===== src/core/uart_link_pkg.sv =====
package uart_link_pkg;

    localparam int CLK_HZ        = 50_000_000;
    localparam int DIV_W         = 16;

    // Supported bit rates, in bits per second
    localparam int BAUD_MIN_BPS  = 37_500;
    localparam int BAUD_MAX_BPS  = 4_000_000;
    localparam logic [DIV_W-1:0] DIV_MAX = DIV_W'(CLK_HZ / BAUD_MIN_BPS);
    localparam logic [DIV_W-1:0] DIV_MIN = DIV_W'(CLK_HZ / BAUD_MAX_BPS);

    // Power-up indication limit
    localparam int POWERUP_MS     = 100;
    localparam int POWERUP_CYCLES = (CLK_HZ / 1000) * POWERUP_MS;

    // Request-to-send rises when free room falls to depth/RTS_DIV
    localparam int RX_DEPTH_DEF  = 64;
    localparam int RTS_DIV       = 4;

    // Line levels
    localparam logic LINE_IDLE   = 1'b1;
    localparam logic START_LEVEL = 1'b0;
    localparam logic STOP_LEVEL  = 1'b1;

    typedef enum logic [2:0] {
        TX_IDLE,
        TX_START,
        TX_DATA,
        TX_PARITY,
        TX_STOP
    } tx_state_type;

    typedef enum logic [2:0] {
        RX_IDLE,
        RX_START,
        RX_DATA,
        RX_PARITY,
        RX_STOP
    } rx_state_type;

endpackage : uart_link_pkg


===== src/core/uart_link_if.sv =====
`timescale 1ns/100ps
interface uart_link_if;
    logic dev_to_host_data;
    logic host_to_dev_data;
    logic dev_rts;
    logic host_cts;

    modport device (
        output dev_to_host_data,
        output dev_rts,
        input  host_to_dev_data,
        input  host_cts
    );

    modport host (
        input  dev_to_host_data,
        input  dev_rts,
        output host_to_dev_data,
        output host_cts
    );
endinterface : uart_link_if


===== src/core/uart_device_end.sv =====
`timescale 1ns/100ps
module uart_device_end #(
    parameter int DATA_BITS      = 8,
    parameter int RX_DEPTH       = uart_link_pkg::RX_DEPTH_DEF,
    parameter int POWERUP_CYCLES = uart_link_pkg::POWERUP_CYCLES
) (
    input  wire logic                   sys_clk_in,
    input  wire logic                   reset_n_in,
    input  wire logic                   active_low_shutdown_in,
    uart_link_if.device                 link,
    input  wire logic [uart_link_pkg::DIV_W-1:0] baud_div_in,
    input  wire logic                   parity_en_in,
    input  wire logic                   parity_odd_in,
    input  wire logic [DATA_BITS-1:0]   tx_data_in,
    input  wire logic                   tx_valid_in,
    output logic                        tx_ready_out,
    output logic [DATA_BITS-1:0]        rx_data_out,
    output logic                        rx_valid_out,
    input  wire logic                   rx_ready_in,
    output logic                        rx_error_out,
    output logic                        rx_overrun_out,
    output logic                        powered_up_out
);
    import uart_link_pkg::*;

    localparam int CNT_W = (DATA_BITS > 1) ? $clog2(DATA_BITS) : 1;
    localparam int AW    = $clog2(RX_DEPTH);
    localparam int PWR_W = $clog2(POWERUP_CYCLES + 1);
    localparam logic [AW:0] FULL_FILL = (AW + 1)'(RX_DEPTH);
    localparam logic [AW:0] RTS_FILL  = (AW + 1)'(RX_DEPTH - RX_DEPTH / RTS_DIV);

    typedef struct packed {
        tx_state_type                       ts;
        logic [DIV_W-1:0]                   tcnt;
        logic [CNT_W-1:0]                   tbit;
        logic [DATA_BITS-1:0]               tsh;
        logic                               tpar;
        logic                               txd;
        logic                               pend_v;
        logic [DATA_BITS-1:0]               pend;
        logic                               tx_rdy;
        rx_state_type                       rs;
        logic [DIV_W-1:0]                   rcnt;
        logic [CNT_W-1:0]                   rbit;
        logic [DATA_BITS-1:0]               rsh;
        logic                               rpar;
        logic [RX_DEPTH-1:0][DATA_BITS-1:0] mem;
        logic [AW-1:0]                      wp;
        logic [AW-1:0]                      rp;
        logic [AW:0]                        fill;
        logic [DATA_BITS-1:0]               odata;
        logic                               ovalid;
        logic                               rerr;
        logic                               rovr;
        logic                               rts;
        logic [PWR_W-1:0]                   pwr;
        logic                               up;
    } dev_state_type;

    dev_state_type    s_d;
    dev_state_type    s_q;
    logic [DIV_W-1:0] div;
    logic             push;
    logic             pop;

    always_comb begin
        // Out-of-range divisors clamp to supported rates
        div = (baud_div_in < DIV_MIN) ? DIV_MIN :
              (baud_div_in > DIV_MAX) ? DIV_MAX : baud_div_in;
        push = 1'b0;
        s_d = s_q;
        s_d.rerr = 1'b0;
        s_d.rovr = 1'b0;
        if (!s_q.up) begin
            if (s_q.pwr == PWR_W'(POWERUP_CYCLES - 1)) begin
                s_d.up = 1'b1;
            end else begin
                s_d.pwr = s_q.pwr + 1'b1;
            end
        end
        if (s_q.tx_rdy && tx_valid_in) begin
            s_d.pend = tx_data_in;
            s_d.pend_v = 1'b1;
        end
        case (s_q.ts)
            TX_IDLE: begin
                s_d.txd = LINE_IDLE;
                // Flow flag checked only between frames: a frame in flight completes
                if (s_q.pend_v && !link.host_cts) begin
                    s_d.ts = TX_START;
                    s_d.tsh = s_d.pend;
                    s_d.pend_v = 1'b0;
                    s_d.tpar = parity_odd_in;
                    s_d.txd = START_LEVEL;
                    s_d.tcnt = div - 1'b1;
                end
            end
            default: begin
                if (s_q.tcnt != '0) begin
                    s_d.tcnt = s_q.tcnt - 1'b1;
                end else begin
                    s_d.tcnt = div - 1'b1;
                    if (s_q.ts == TX_START || (s_q.ts == TX_DATA && s_q.tbit != '0)) begin
                        s_d.ts = TX_DATA;
                        s_d.txd = s_q.tsh[0];
                        s_d.tpar = s_q.tpar ^ s_q.tsh[0];
                        s_d.tsh = s_q.tsh >> 1;
                        s_d.tbit = (s_q.ts == TX_START) ? CNT_W'(DATA_BITS - 1)
                                                        : s_q.tbit - 1'b1;
                    end else if (s_q.ts == TX_DATA && parity_en_in) begin
                        s_d.ts = TX_PARITY;
                        s_d.txd = s_q.tpar;
                    end else if (s_q.ts != TX_STOP) begin
                        s_d.ts = TX_STOP;
                        s_d.txd = STOP_LEVEL;
                    end else begin
                        s_d.ts = TX_IDLE;
                    end
                end
            end
        endcase
        case (s_q.rs)
            RX_IDLE: begin
                if (link.host_to_dev_data == START_LEVEL) begin
                    s_d.rs = RX_START;
                    s_d.rcnt = div >> 1;
                end
            end
            RX_START: begin
                if (s_q.rcnt != '0) begin
                    s_d.rcnt = s_q.rcnt - 1'b1;
                end else if (link.host_to_dev_data == START_LEVEL) begin
                    // Every frame re-aligns on its own start edge and samples mid-bit
                    s_d.rs = RX_DATA;
                    s_d.rcnt = div - 1'b1;
                    s_d.rbit = CNT_W'(DATA_BITS - 1);
                    s_d.rpar = parity_odd_in;
                end else begin
                    s_d.rs = RX_IDLE;
                end
            end
            RX_DATA: begin
                if (s_q.rcnt != '0) begin
                    s_d.rcnt = s_q.rcnt - 1'b1;
                end else begin
                    s_d.rsh = {link.host_to_dev_data, s_q.rsh[DATA_BITS-1:1]};
                    s_d.rpar = s_q.rpar ^ link.host_to_dev_data;
                    s_d.rcnt = div - 1'b1;
                    s_d.rbit = s_q.rbit - 1'b1;
                    if (s_q.rbit == '0) begin
                        s_d.rs = parity_en_in ? RX_PARITY : RX_STOP;
                    end
                end
            end
            RX_PARITY: begin
                if (s_q.rcnt != '0) begin
                    s_d.rcnt = s_q.rcnt - 1'b1;
                end else begin
                    s_d.rpar = s_q.rpar ^ link.host_to_dev_data;
                    s_d.rcnt = div - 1'b1;
                    s_d.rs = RX_STOP;
                end
            end
            RX_STOP: begin
                if (s_q.rcnt != '0) begin
                    s_d.rcnt = s_q.rcnt - 1'b1;
                end else begin
                    // Leaving at mid stop bit tolerates a sender running fast
                    s_d.rs = RX_IDLE;
                    s_d.rerr = (link.host_to_dev_data != STOP_LEVEL)
                             || (parity_en_in && s_q.rpar);
                    push = 1'b1;
                end
            end
            default: begin
                s_d.rs = RX_IDLE;
            end
        endcase
        pop = (s_q.fill != '0) && (!s_q.ovalid || rx_ready_in);
        if (pop) begin
            s_d.odata = s_q.mem[s_q.rp];
            s_d.ovalid = 1'b1;
            s_d.rp = s_q.rp + 1'b1;
        end else if (rx_ready_in) begin
            s_d.ovalid = 1'b0;
        end
        // A full buffer drops and flags the byte rather than stall the line
        if (push && s_q.fill == FULL_FILL) begin
            push = 1'b0;
            s_d.rovr = 1'b1;
        end
        if (push) begin
            s_d.mem[s_q.wp] = s_q.rsh;
            s_d.wp = s_q.wp + 1'b1;
        end
        if (push && !pop) begin
            s_d.fill = s_q.fill + 1'b1;
        end else if (pop && !push) begin
            s_d.fill = s_q.fill - 1'b1;
        end
        // Depth/4 room left covers the host's in-flight bytes
        s_d.rts = !s_d.up || (s_d.fill >= RTS_FILL);
        s_d.tx_rdy = s_d.up && !s_d.pend_v;
    end

    always_ff @(posedge sys_clk_in) begin
        if (!reset_n_in || !active_low_shutdown_in) begin
            s_q <= '0;
            s_q.txd <= LINE_IDLE;
            s_q.rts <= 1'b1;
        end else begin
            s_q <= s_d;
        end
    end

    assign link.dev_to_host_data = s_q.txd;
    assign link.dev_rts          = s_q.rts;
    assign tx_ready_out          = s_q.tx_rdy;
    assign rx_data_out           = s_q.odata;
    assign rx_valid_out          = s_q.ovalid;
    assign rx_error_out          = s_q.rerr;
    assign rx_overrun_out        = s_q.rovr;
    assign powered_up_out        = s_q.up;

endmodule : uart_device_end


===== src/flat_wrapper.sv =====
// flat-port wrapper written by rule: the top's interface ports become plain ports
module uart_device_end_flat import uart_link_pkg::*;
#(
    parameter int DATA_BITS      = 8,
    parameter int RX_DEPTH       = uart_link_pkg::RX_DEPTH_DEF,
    parameter int POWERUP_CYCLES = uart_link_pkg::POWERUP_CYCLES
)
  (sys_clk_in, reset_n_in, active_low_shutdown_in, baud_div_in, parity_en_in, parity_odd_in, tx_data_in, tx_valid_in, tx_ready_out, rx_data_out, rx_valid_out, rx_ready_in, rx_error_out, rx_overrun_out, powered_up_out, link_dev_to_host_data, link_dev_rts, link_host_to_dev_data, link_host_cts);
  uart_link_if link_i ();
  input  wire logic sys_clk_in;
  input  wire logic reset_n_in;
  input  wire logic active_low_shutdown_in;
  input  wire logic [uart_link_pkg::DIV_W-1:0] baud_div_in;
  input  wire logic parity_en_in;
  input  wire logic parity_odd_in;
  input  wire logic [DATA_BITS-1:0] tx_data_in;
  input  wire logic tx_valid_in;
  output logic tx_ready_out;
  output logic [DATA_BITS-1:0] rx_data_out;
  output logic rx_valid_out;
  input  wire logic rx_ready_in;
  output logic rx_error_out;
  output logic rx_overrun_out;
  output logic powered_up_out;
  output wire logic [$bits(link_i.dev_to_host_data)-1:0] link_dev_to_host_data;
  output wire logic [$bits(link_i.dev_rts)-1:0] link_dev_rts;
  input wire logic [$bits(link_i.host_to_dev_data)-1:0] link_host_to_dev_data;
  input wire logic [$bits(link_i.host_cts)-1:0] link_host_cts;
  assign link_dev_to_host_data = link_i.dev_to_host_data;
  assign link_dev_rts = link_i.dev_rts;
  assign link_i.host_to_dev_data = link_host_to_dev_data;
  assign link_i.host_cts = link_host_cts;
  uart_device_end #(.DATA_BITS(DATA_BITS), .RX_DEPTH(RX_DEPTH), .POWERUP_CYCLES(POWERUP_CYCLES)) u_core (.sys_clk_in(sys_clk_in), .reset_n_in(reset_n_in), .active_low_shutdown_in(active_low_shutdown_in), .link(link_i), .baud_div_in(baud_div_in), .parity_en_in(parity_en_in), .parity_odd_in(parity_odd_in), .tx_data_in(tx_data_in), .tx_valid_in(tx_valid_in), .tx_ready_out(tx_ready_out), .rx_data_out(rx_data_out), .rx_valid_out(rx_valid_out), .rx_ready_in(rx_ready_in), .rx_error_out(rx_error_out), .rx_overrun_out(rx_overrun_out), .powered_up_out(powered_up_out));
endmodule

===== config.mk =====
export PLATFORM = sky130hd
export DESIGN_NAME = uart_device_end_flat
export DESIGN_NICKNAME = d
export VERILOG_FILES = /design/src/core/uart_link_pkg.sv /design/src/core/uart_link_if.sv /design/src/core/uart_device_end.sv /design/src/flat_wrapper.sv
export SDC_FILE = /design/constraint.sdc
export NUM_CORES = 2
export LEC_CHECK = 0
export BUFFER_PORTS_ARGS = -buffer_cell sky130_fd_sc_hd__buf_2
export CAP_MARGIN = 0
export CORE_ASPECT_RATIO = 0.7
export CORE_MARGIN = 2
export CORE_UTILIZATION = 29
export CTS_BUF_LIST = sky130_fd_sc_hd__clkbuf_4 sky130_fd_sc_hd__clkbuf_8
export DETAILED_ROUTE_END_ITERATION = 16
export MAX_ROUTING_LAYER = met4
export SLEW_MARGIN = 25
export SYNTH_ARGS = -nofsm -noshare
export SYNTH_HDL_FRONTEND = slang
export SYNTH_SLANG_ARGS = --single-unit

===== constraint.sdc =====
create_clock -name sys_clk_in -period 6.88 [get_ports sys_clk_in]
set_clock_uncertainty 0.15 [all_clocks]
set_input_delay 0.688 -clock sys_clk_in [delete_from_list [all_inputs] [get_ports sys_clk_in]]
set_output_delay 0.688 -clock sys_clk_in [all_outputs]
set_load 0.01 [all_outputs]

; Yosys cells after proc, flatten, opt, wreduce, memory -nomap -nowiden
; Index checks and enable logic that the tools add are counted.
[totals]
ff_bits = 640
[op_classes]
eq_ne = 20
addsub = 10
magnitude_cmp = 6
mux = 55
n_bitwise = 9
n_reduce_logical = 49
[op_table]
columns = op, n
row1 = $bwmux W512, 1
row2 = $mux W16, 6
row3 = $mux W19, 4
row4 = $pmux W16 S4, 1
row5 = $bmux W8 S6, 1
row6 = $demux W8 S6, 1
row7 = $sub A16 B1 Y16 const B, 3
row8 = $mux W3, 12
row9 = $reduce_bool A16 Y1, 2
row10 = $add A23 B1 Y23 const B, 1
row11 = $eq A23 B23 Y1 const B, 1
row12 = $mux W10, 2
row13 = $mux W9, 2
row14 = $gt A16 B11 Y1 const B, 1
row15 = $lt A16 B4 Y1 const B, 1
row16 = $mux W8, 2
row17 = $mux W1, 15
row18 = $pmux W3 S5, 1
row19 = $lt A6 B7 Y1 const B, 2
row20 = $mux W7, 2
row21 = $ne A2 B2 Y1 const B, 7
row22 = $add A6 B1 Y6 const B, 2
row23 = $mux W12, 1
row24 = $logic_and A1 B1 Y1, 11
row25 = 32 further kinds, 67

; Longest topological paths before layout
[depth]
depth_word = 11
depth_mapped = 13

; Least setup slack after synthesis
; Ideal clock, no wire load.
[synth_timing]
kind = input to register
from = in baud_div_in[5] in the netlist's numbering
to = reg u_core.s_q[585] in the netlist's numbering
cell_stages = 11
arrival_ns = 2.944
required_ns = 6.656
slack_ns = 3.712
setup_time_ns = 0.074
path_cell_list = nor4_1 nand4_1 or2_2 nand3_1 ha_1 nand2b_1 nor2_1 and4_1 o21ai_0 a211o_1 a31oi_1
[synth_between]
elab_chain_cells = 7
elab_cells_between_ends = 10
cone_classes = add/sub (1) / order compare (2) / mux (7)
[synth_lines]
columns = item, line
row1 = start: declaration, flat_wrapper.sv:13  ; input wire logic [uart_link_pkg::DIV_W-1:0] baud_div_in;
row2 = $gt A16 B11 Y1, uart_device_end.sv:69  ; (baud_div_in > DIV_MAX) ? DIV_MAX : baud_div_in;
row3 = $mux W16, uart_device_end.sv:69
row4 = $mux W16 *, uart_device_end.sv:68  ; div = (baud_div_in < DIV_MIN) ? DIV_MIN :
row5 = $sub A16 B1 Y16, "uart_device_end.sv:135, uart_device_end.sv:148, uart_device_end.sv:160"
row6 = $mux W19, uart_device_end.sv:132  ; end else if (link.host_to_dev_data == START_LEVEL) begin
row7 = $mux W16, uart_device_end.sv:130  ; if (s_q.rcnt != '0) begin
row8 = $pmux W16 S4 *, uart_device_end.sv:122  ; case (s_q.rs)
row9 = end: declaration, uart_device_end.sv:61  ; dev_state_type s_q;
; Every way passes the cells marked *; elsewhere a longest branch is shown, timed or not. The select of a mux whose other input is x is not followed.
; A chain may end at the register's enable or synchronous reset.

; Worst setup path after layout
[layout_timing]
from = reg u_core.s_q[597] in the netlist's numbering
to = reg u_core.s_q[189] in the netlist's numbering
[layout_between]
elab_chain_cells = 4
[layout_lines]
columns = item, line
row1 = $eq A3 B3 Y1 *, uart_device_end.sv:122
row2 = $mux W1 *, uart_device_end.sv:122
row3 = $logic_and A1 B1 Y1, uart_device_end.sv:188  ; if (push && s_q.fill == FULL_FILL) begin
row4 = $mux W1 *, uart_device_end.sv:188
; Every way passes the cells marked *; elsewhere a longest branch is shown, timed or not.

==> results <==
- The total number of clock tree sinks is 640.
- After global routing the overflow that remains totals 0.
- The number of clock buffers inserted by TritonCTS is 104.
- The average vias per placed instance is 5.25.
- Setup repair after global routing left no endpoint under its margin.
- Once the floorplan was initialized, standard cells occupied 29.3% of the core.
- The number of cells traversed by the worst register-to-register path is 6.
- The full die area is 104000 um2.
- The capturing instance or port of the critical path is u_core.s_q[189].
- The fraction of synthesis flops using an asynchronous set or reset pin is 0%.
- For this design the static power due to leakage is 9.83 nW.
- The kind of capture point of the worst setup path is a flop.
- The number of global-route vias before repair is around 24000.
- After synthesis the netlist holds a flip-flop and latch count of 640.
- Of all nets on the critical path, the largest fanout is 20.
- The wire length of the first global-routing pass is around 140000 um.
- The region available for standard cell placement spans between 100000 and 150000 um2.
- The deepest clock path buffer count is 3.
- The endpoint of the most critical register-to-register path is u_core.s_q[189].
- The count of pins over their slew limit is 0.
- The sequential cell area is 12800 um2.
- The class of the tightest hold or removal check is primary input to flop.
- The net count of the finished layout is 3623.
- The number of port buffers is 47.
- The fraction of final layout cells with drive strength greater than 1 is 12.1%.
- From left edge to right edge, the die measures between 300 and 400 um.
- The initial antenna violation count came to 4.
- Each instance of the synthesized netlist takes up on average roughly 8 um2.
- The worst hold margin is 61.7 ps.
- The final critical path time including I/O delays and setup is 4030 ps.
- The clock tree synthesis step divided the H-tree into 3 levels.
- The sort of element at the start of the critical path is a flop.
- Derived from the worst setup path, the maximum achievable clock frequency is 0.248 GHz.
- The portion of the clock cycle consumed by the worst path in the final layout is between 50 and 60%.
- The worst-case IR drop observed on VDD is 193 uV.
- The final standard cell area without fillers is 32700 um2.
- TritonCTS built the clock tree.
- Of the synthesized area, sequential elements account for 43.7%.
- Summing over every cut layer, the via total after detailed routing is 26240.
- The all-layer global routing usage is 17.9%.
- The flow ran to the end, and the final reports show no timing, DRC or antenna violations.
- Synthesis produced a netlist with a net count of 3716.
- The post-synthesis instance total is 3670.
- The count of pins on the block boundary is 48.
- Counting distinct cell types in the post-synthesis netlist gives 76.
- Summed over all failing endpoints, the final setup total negative slack is 0 ps.
- The clock-pin slew reported for the worst setup and hold paths after clock tree synthesis is 60 ps.
- The residual antenna-violating net count after detailed routing is 0.
- The wire length per cell after detailed routing is approximately 19 um.
- The clock latency at the later pin of the worst-skew pair is 750 ps.
- The launch point of the worst path is u_core.s_q[597].
- In this run the power density over the cells is 258 nW/um2.
- The root buffer cell chosen for the clock tree is sky130_fd_sc_hd__clkbuf_8.
- The endpoint arrival time on the critical path is 4530 ps.
- Including well taps, the total number of placed cells is 4805.
- Among all flip-flop cells after synthesis, the most frequent one is sky130_fd_sc_hd__dfxtp_1.
- The post-DP HPWL is 58600 um.
- STA puts the critical path data required time at ~7400 ps.
- The setup path with the least slack is of type flop to flop.
- The number of setup buffers added after CTS is 0.
- The number of warnings reported in the yosys synthesis log is 0.
- Once the clock tree was built, the resizer swapped 0 gates to a different size.
- The signed area change from the synthesized netlist to the final layout is 11.6%.
- The number of enable-type register cells in the synthesized netlist is 0.
- The initialized floorplan defines between 90 and 100 standard-cell rows.
- After detailed routing, the number of remaining DRC violations is 0.
- The number of failing hold endpoints at the final stage is 0.
- Setup violations remaining at the end of the flow were counted as 0.
- The worst register-to-register path begins at u_core.s_q[597].
- The setup slack of the most critical reg-to-reg path is approximately 2900 ps.
- The violation count after the first detailed-routing iteration is 2607.
- The overall routed net length is slightly above 90000 um.
- In this run the cell area of the synthesized design comes to just under 30000 um2.
- Entering global routing, the biggest net connects around 260 pins.
- The number of search-and-repair iterations in the first detailed-routing pass is 6.
- Max-cap violations in this run came to 0.
- Measured against its own limit, the worst slew margin works out to between 20% and 30%.
- Summing all placed instances gives a cell area of roughly 30000 um2.
- The quantity of hold-fixing buffers added after cts is 0.
- After filler insertion, the fill cell instance count of the layout stands at roughly 10000.
- In the final layout, the multi-input gates occupy 15300 um2.
- The die is 270 um tall.
- The pin slew with the least headroom to its limit is 1130 ps.
- Routability-driven placement finished with a final weighted congestion of 0.884.
- The non-filler instance count after layout is 4994.
-- registers in the layout, indices dropped and copies added (netlist names) --
register and count:
u_core.tx_ready_out 1, u_core.link.dev_rts 1, u_core.s_q 625, u_core.link.dev_to_host_data 1, u_core.powered_up_out 1, u_core.rx_valid_out 1, u_core.rx_data_out 8, u_core.rx_overrun_out 1
u_core.rx_error_out 1
-- synth_stat cells, types with 10 or more instances --
cell                       count  share of area (%)
sky130_fd_sc_hd__buf_1        15               0.19
sky130_fd_sc_hd__or3_1        12               0.26
sky130_fd_sc_hd__buf_2        29               0.49
sky130_fd_sc_hd__a22oi_1      10               0.26
sky130_fd_sc_hd__mux4_2       82                6.3
sky130_fd_sc_hd__nor2_2       25               0.53
sky130_fd_sc_hd__a31oi_1      20               0.43
sky130_fd_sc_hd__mux2_2       27                1.0
sky130_fd_sc_hd__nand4_1      22               0.47
sky130_fd_sc_hd__o22ai_1      28               0.60
sky130_fd_sc_hd__nor2_1      147                1.9
sky130_fd_sc_hd__dfxtp_1     640                 44
sky130_fd_sc_hd__nand3_1      35               0.60
sky130_fd_sc_hd__mux2i_1      84                2.9
sky130_fd_sc_hd__nor2b_1      32               0.68
sky130_fd_sc_hd__o21ai_0      76                1.3
sky130_fd_sc_hd__xnor2_1      23               0.69
sky130_fd_sc_hd__and2_1       32               0.68
sky130_fd_sc_hd__nor4_1       14               0.30
sky130_fd_sc_hd__nand2b_1     36               0.77
sky130_fd_sc_hd__clkbuf_1    221                2.8
sky130_fd_sc_hd__nor3_1       33               0.56
sky130_fd_sc_hd__a211oi_1     36               0.92
sky130_fd_sc_hd__buf_4        17               0.43
sky130_fd_sc_hd__nand2_1    1163                 15
sky130_fd_sc_hd__a21oi_1     587                 10
sky130_fd_sc_hd__a221oi_1     16               0.48
sky130_fd_sc_hd__inv_1        25               0.32
sky130_fd_sc_hd__xor2_1       25               0.75
sky130_fd_sc_hd__ha_1         13               0.55
-- worst max-delay path, stage by stage (launching register included) --
cell and delay, ps:
sky130_fd_sc_hd__dfxtp_1 720, sky130_fd_sc_hd__or3b_1 580, sky130_fd_sc_hd__a311oi_4 490, sky130_fd_sc_hd__nand4b_1 800
sky130_fd_sc_hd__nor2_1 900, sky130_fd_sc_hd__nand2_1 110, sky130_fd_sc_hd__a21oi_1 180
-- through the flow --
stage / total power, mW / util [%] / worst slack [ps]
global route: 8.73 / 32.7 / 2680
CTS: 8.47 / 32.6 / 2960
finish: 8.43 / 32.7 / 2850
floorplan: 4.60 / - / 3710
detailed placement: 4.88 / 30.4 / 2950
global placement: 4.87 / 30.4 / 3060
-- worst min-delay path by stage --
| stage | from | to | slack [ps] | cells after the start |
|---|---|---|---|---|
| final | tx_data_in[7] | u_core.s_q[606] | 60 | 3 |
| after global routing | tx_data_in[6] | u_core.s_q[605] | 30 | 3 |
| after global placement | u_core.s_q[379] | u_core.s_q[379] | 280 | 2 |
| after CTS | tx_data_in[7] | u_core.s_q[606] | 10 | 3 |
| after detailed placement | u_core.s_q[434] | u_core.s_q[434] | 290 | 2 |
| after floorplan | u_core.s_q[151] | u_core.s_q[151] | 280 | 2 |
-- area by class of cell --
class / instances / area share, %
Inverter: 25 / 0.287
Sequential cell: 640 / 39.2
Antenna cell: 4 / 0.0306
Multi-Input combinational cell: 2723 / 46.8
Clock inverter: 11 / 0.439
Timing Repair Buffer: 83 / 1.69
Tap cell: 1336 / 5.10
Clock buffer: 172 / 6.46
-- layout by cell type, fill, tap and decap left out, drive strengths merged, types with 10 or more instances in the layout --
master	synthesis	routed
mux2	27	27
o21ai	78	78
xnor2	23	23
ha	13	13
or2	10	10
nand2b	36	36
nand2	1163	1163
a21oi	587	587
or3	12	12
inv	25	29
a31oi	20	20
o22ai	28	28
a211oi	36	36
and2	33	33
a221oi	16	16
nor4	16	16
nor3	34	34
dfxtp	640	640
clkbuf	221	172
nor2	172	172
nand3	35	35
mux4	82	82
nand4	23	23
nor2b	32	32
a22oi	10	10
mux2i	84	84
xor2	25	25
buf	61	83
-- report_power, final --
part | internal, mW | total, mW | leakage, nW | switching (mW)
clock network | 2.01 | 3.62 | 1.20 | 1.60
registers | 3.75 | 3.85 | 5.16 | 0.0993
logic | 0.351 | 0.971 | 3.47 | 0.620
total | 6.11 | 8.43 | 9.83 | 2.32
-- cells by family after synthesis --
family	after synthesis	share of synthesized area, %
DFF	640	43.7
and+or+nand+nor	1622	23.7
xor gates and xnor gates	48	1.43
buffers and inverters	307	4.27
adders and majority gates	14	0.588
muxes	193	10.2
AOI/OAI and AO/OA	846	16.1
-- routing by layer --
layer	vias up	wire, um	track usage, %	share of wire (%)
met5	-	0	-	0
met4	0	1680	3.95	1.8
met3	132	8950	3.85	9.6
met2	1054	37300	23.8	40
met1	12678	45100	27.2	48
li1	12376	-	-	-
No activity file was read; power rests on OpenSTA's default activity.
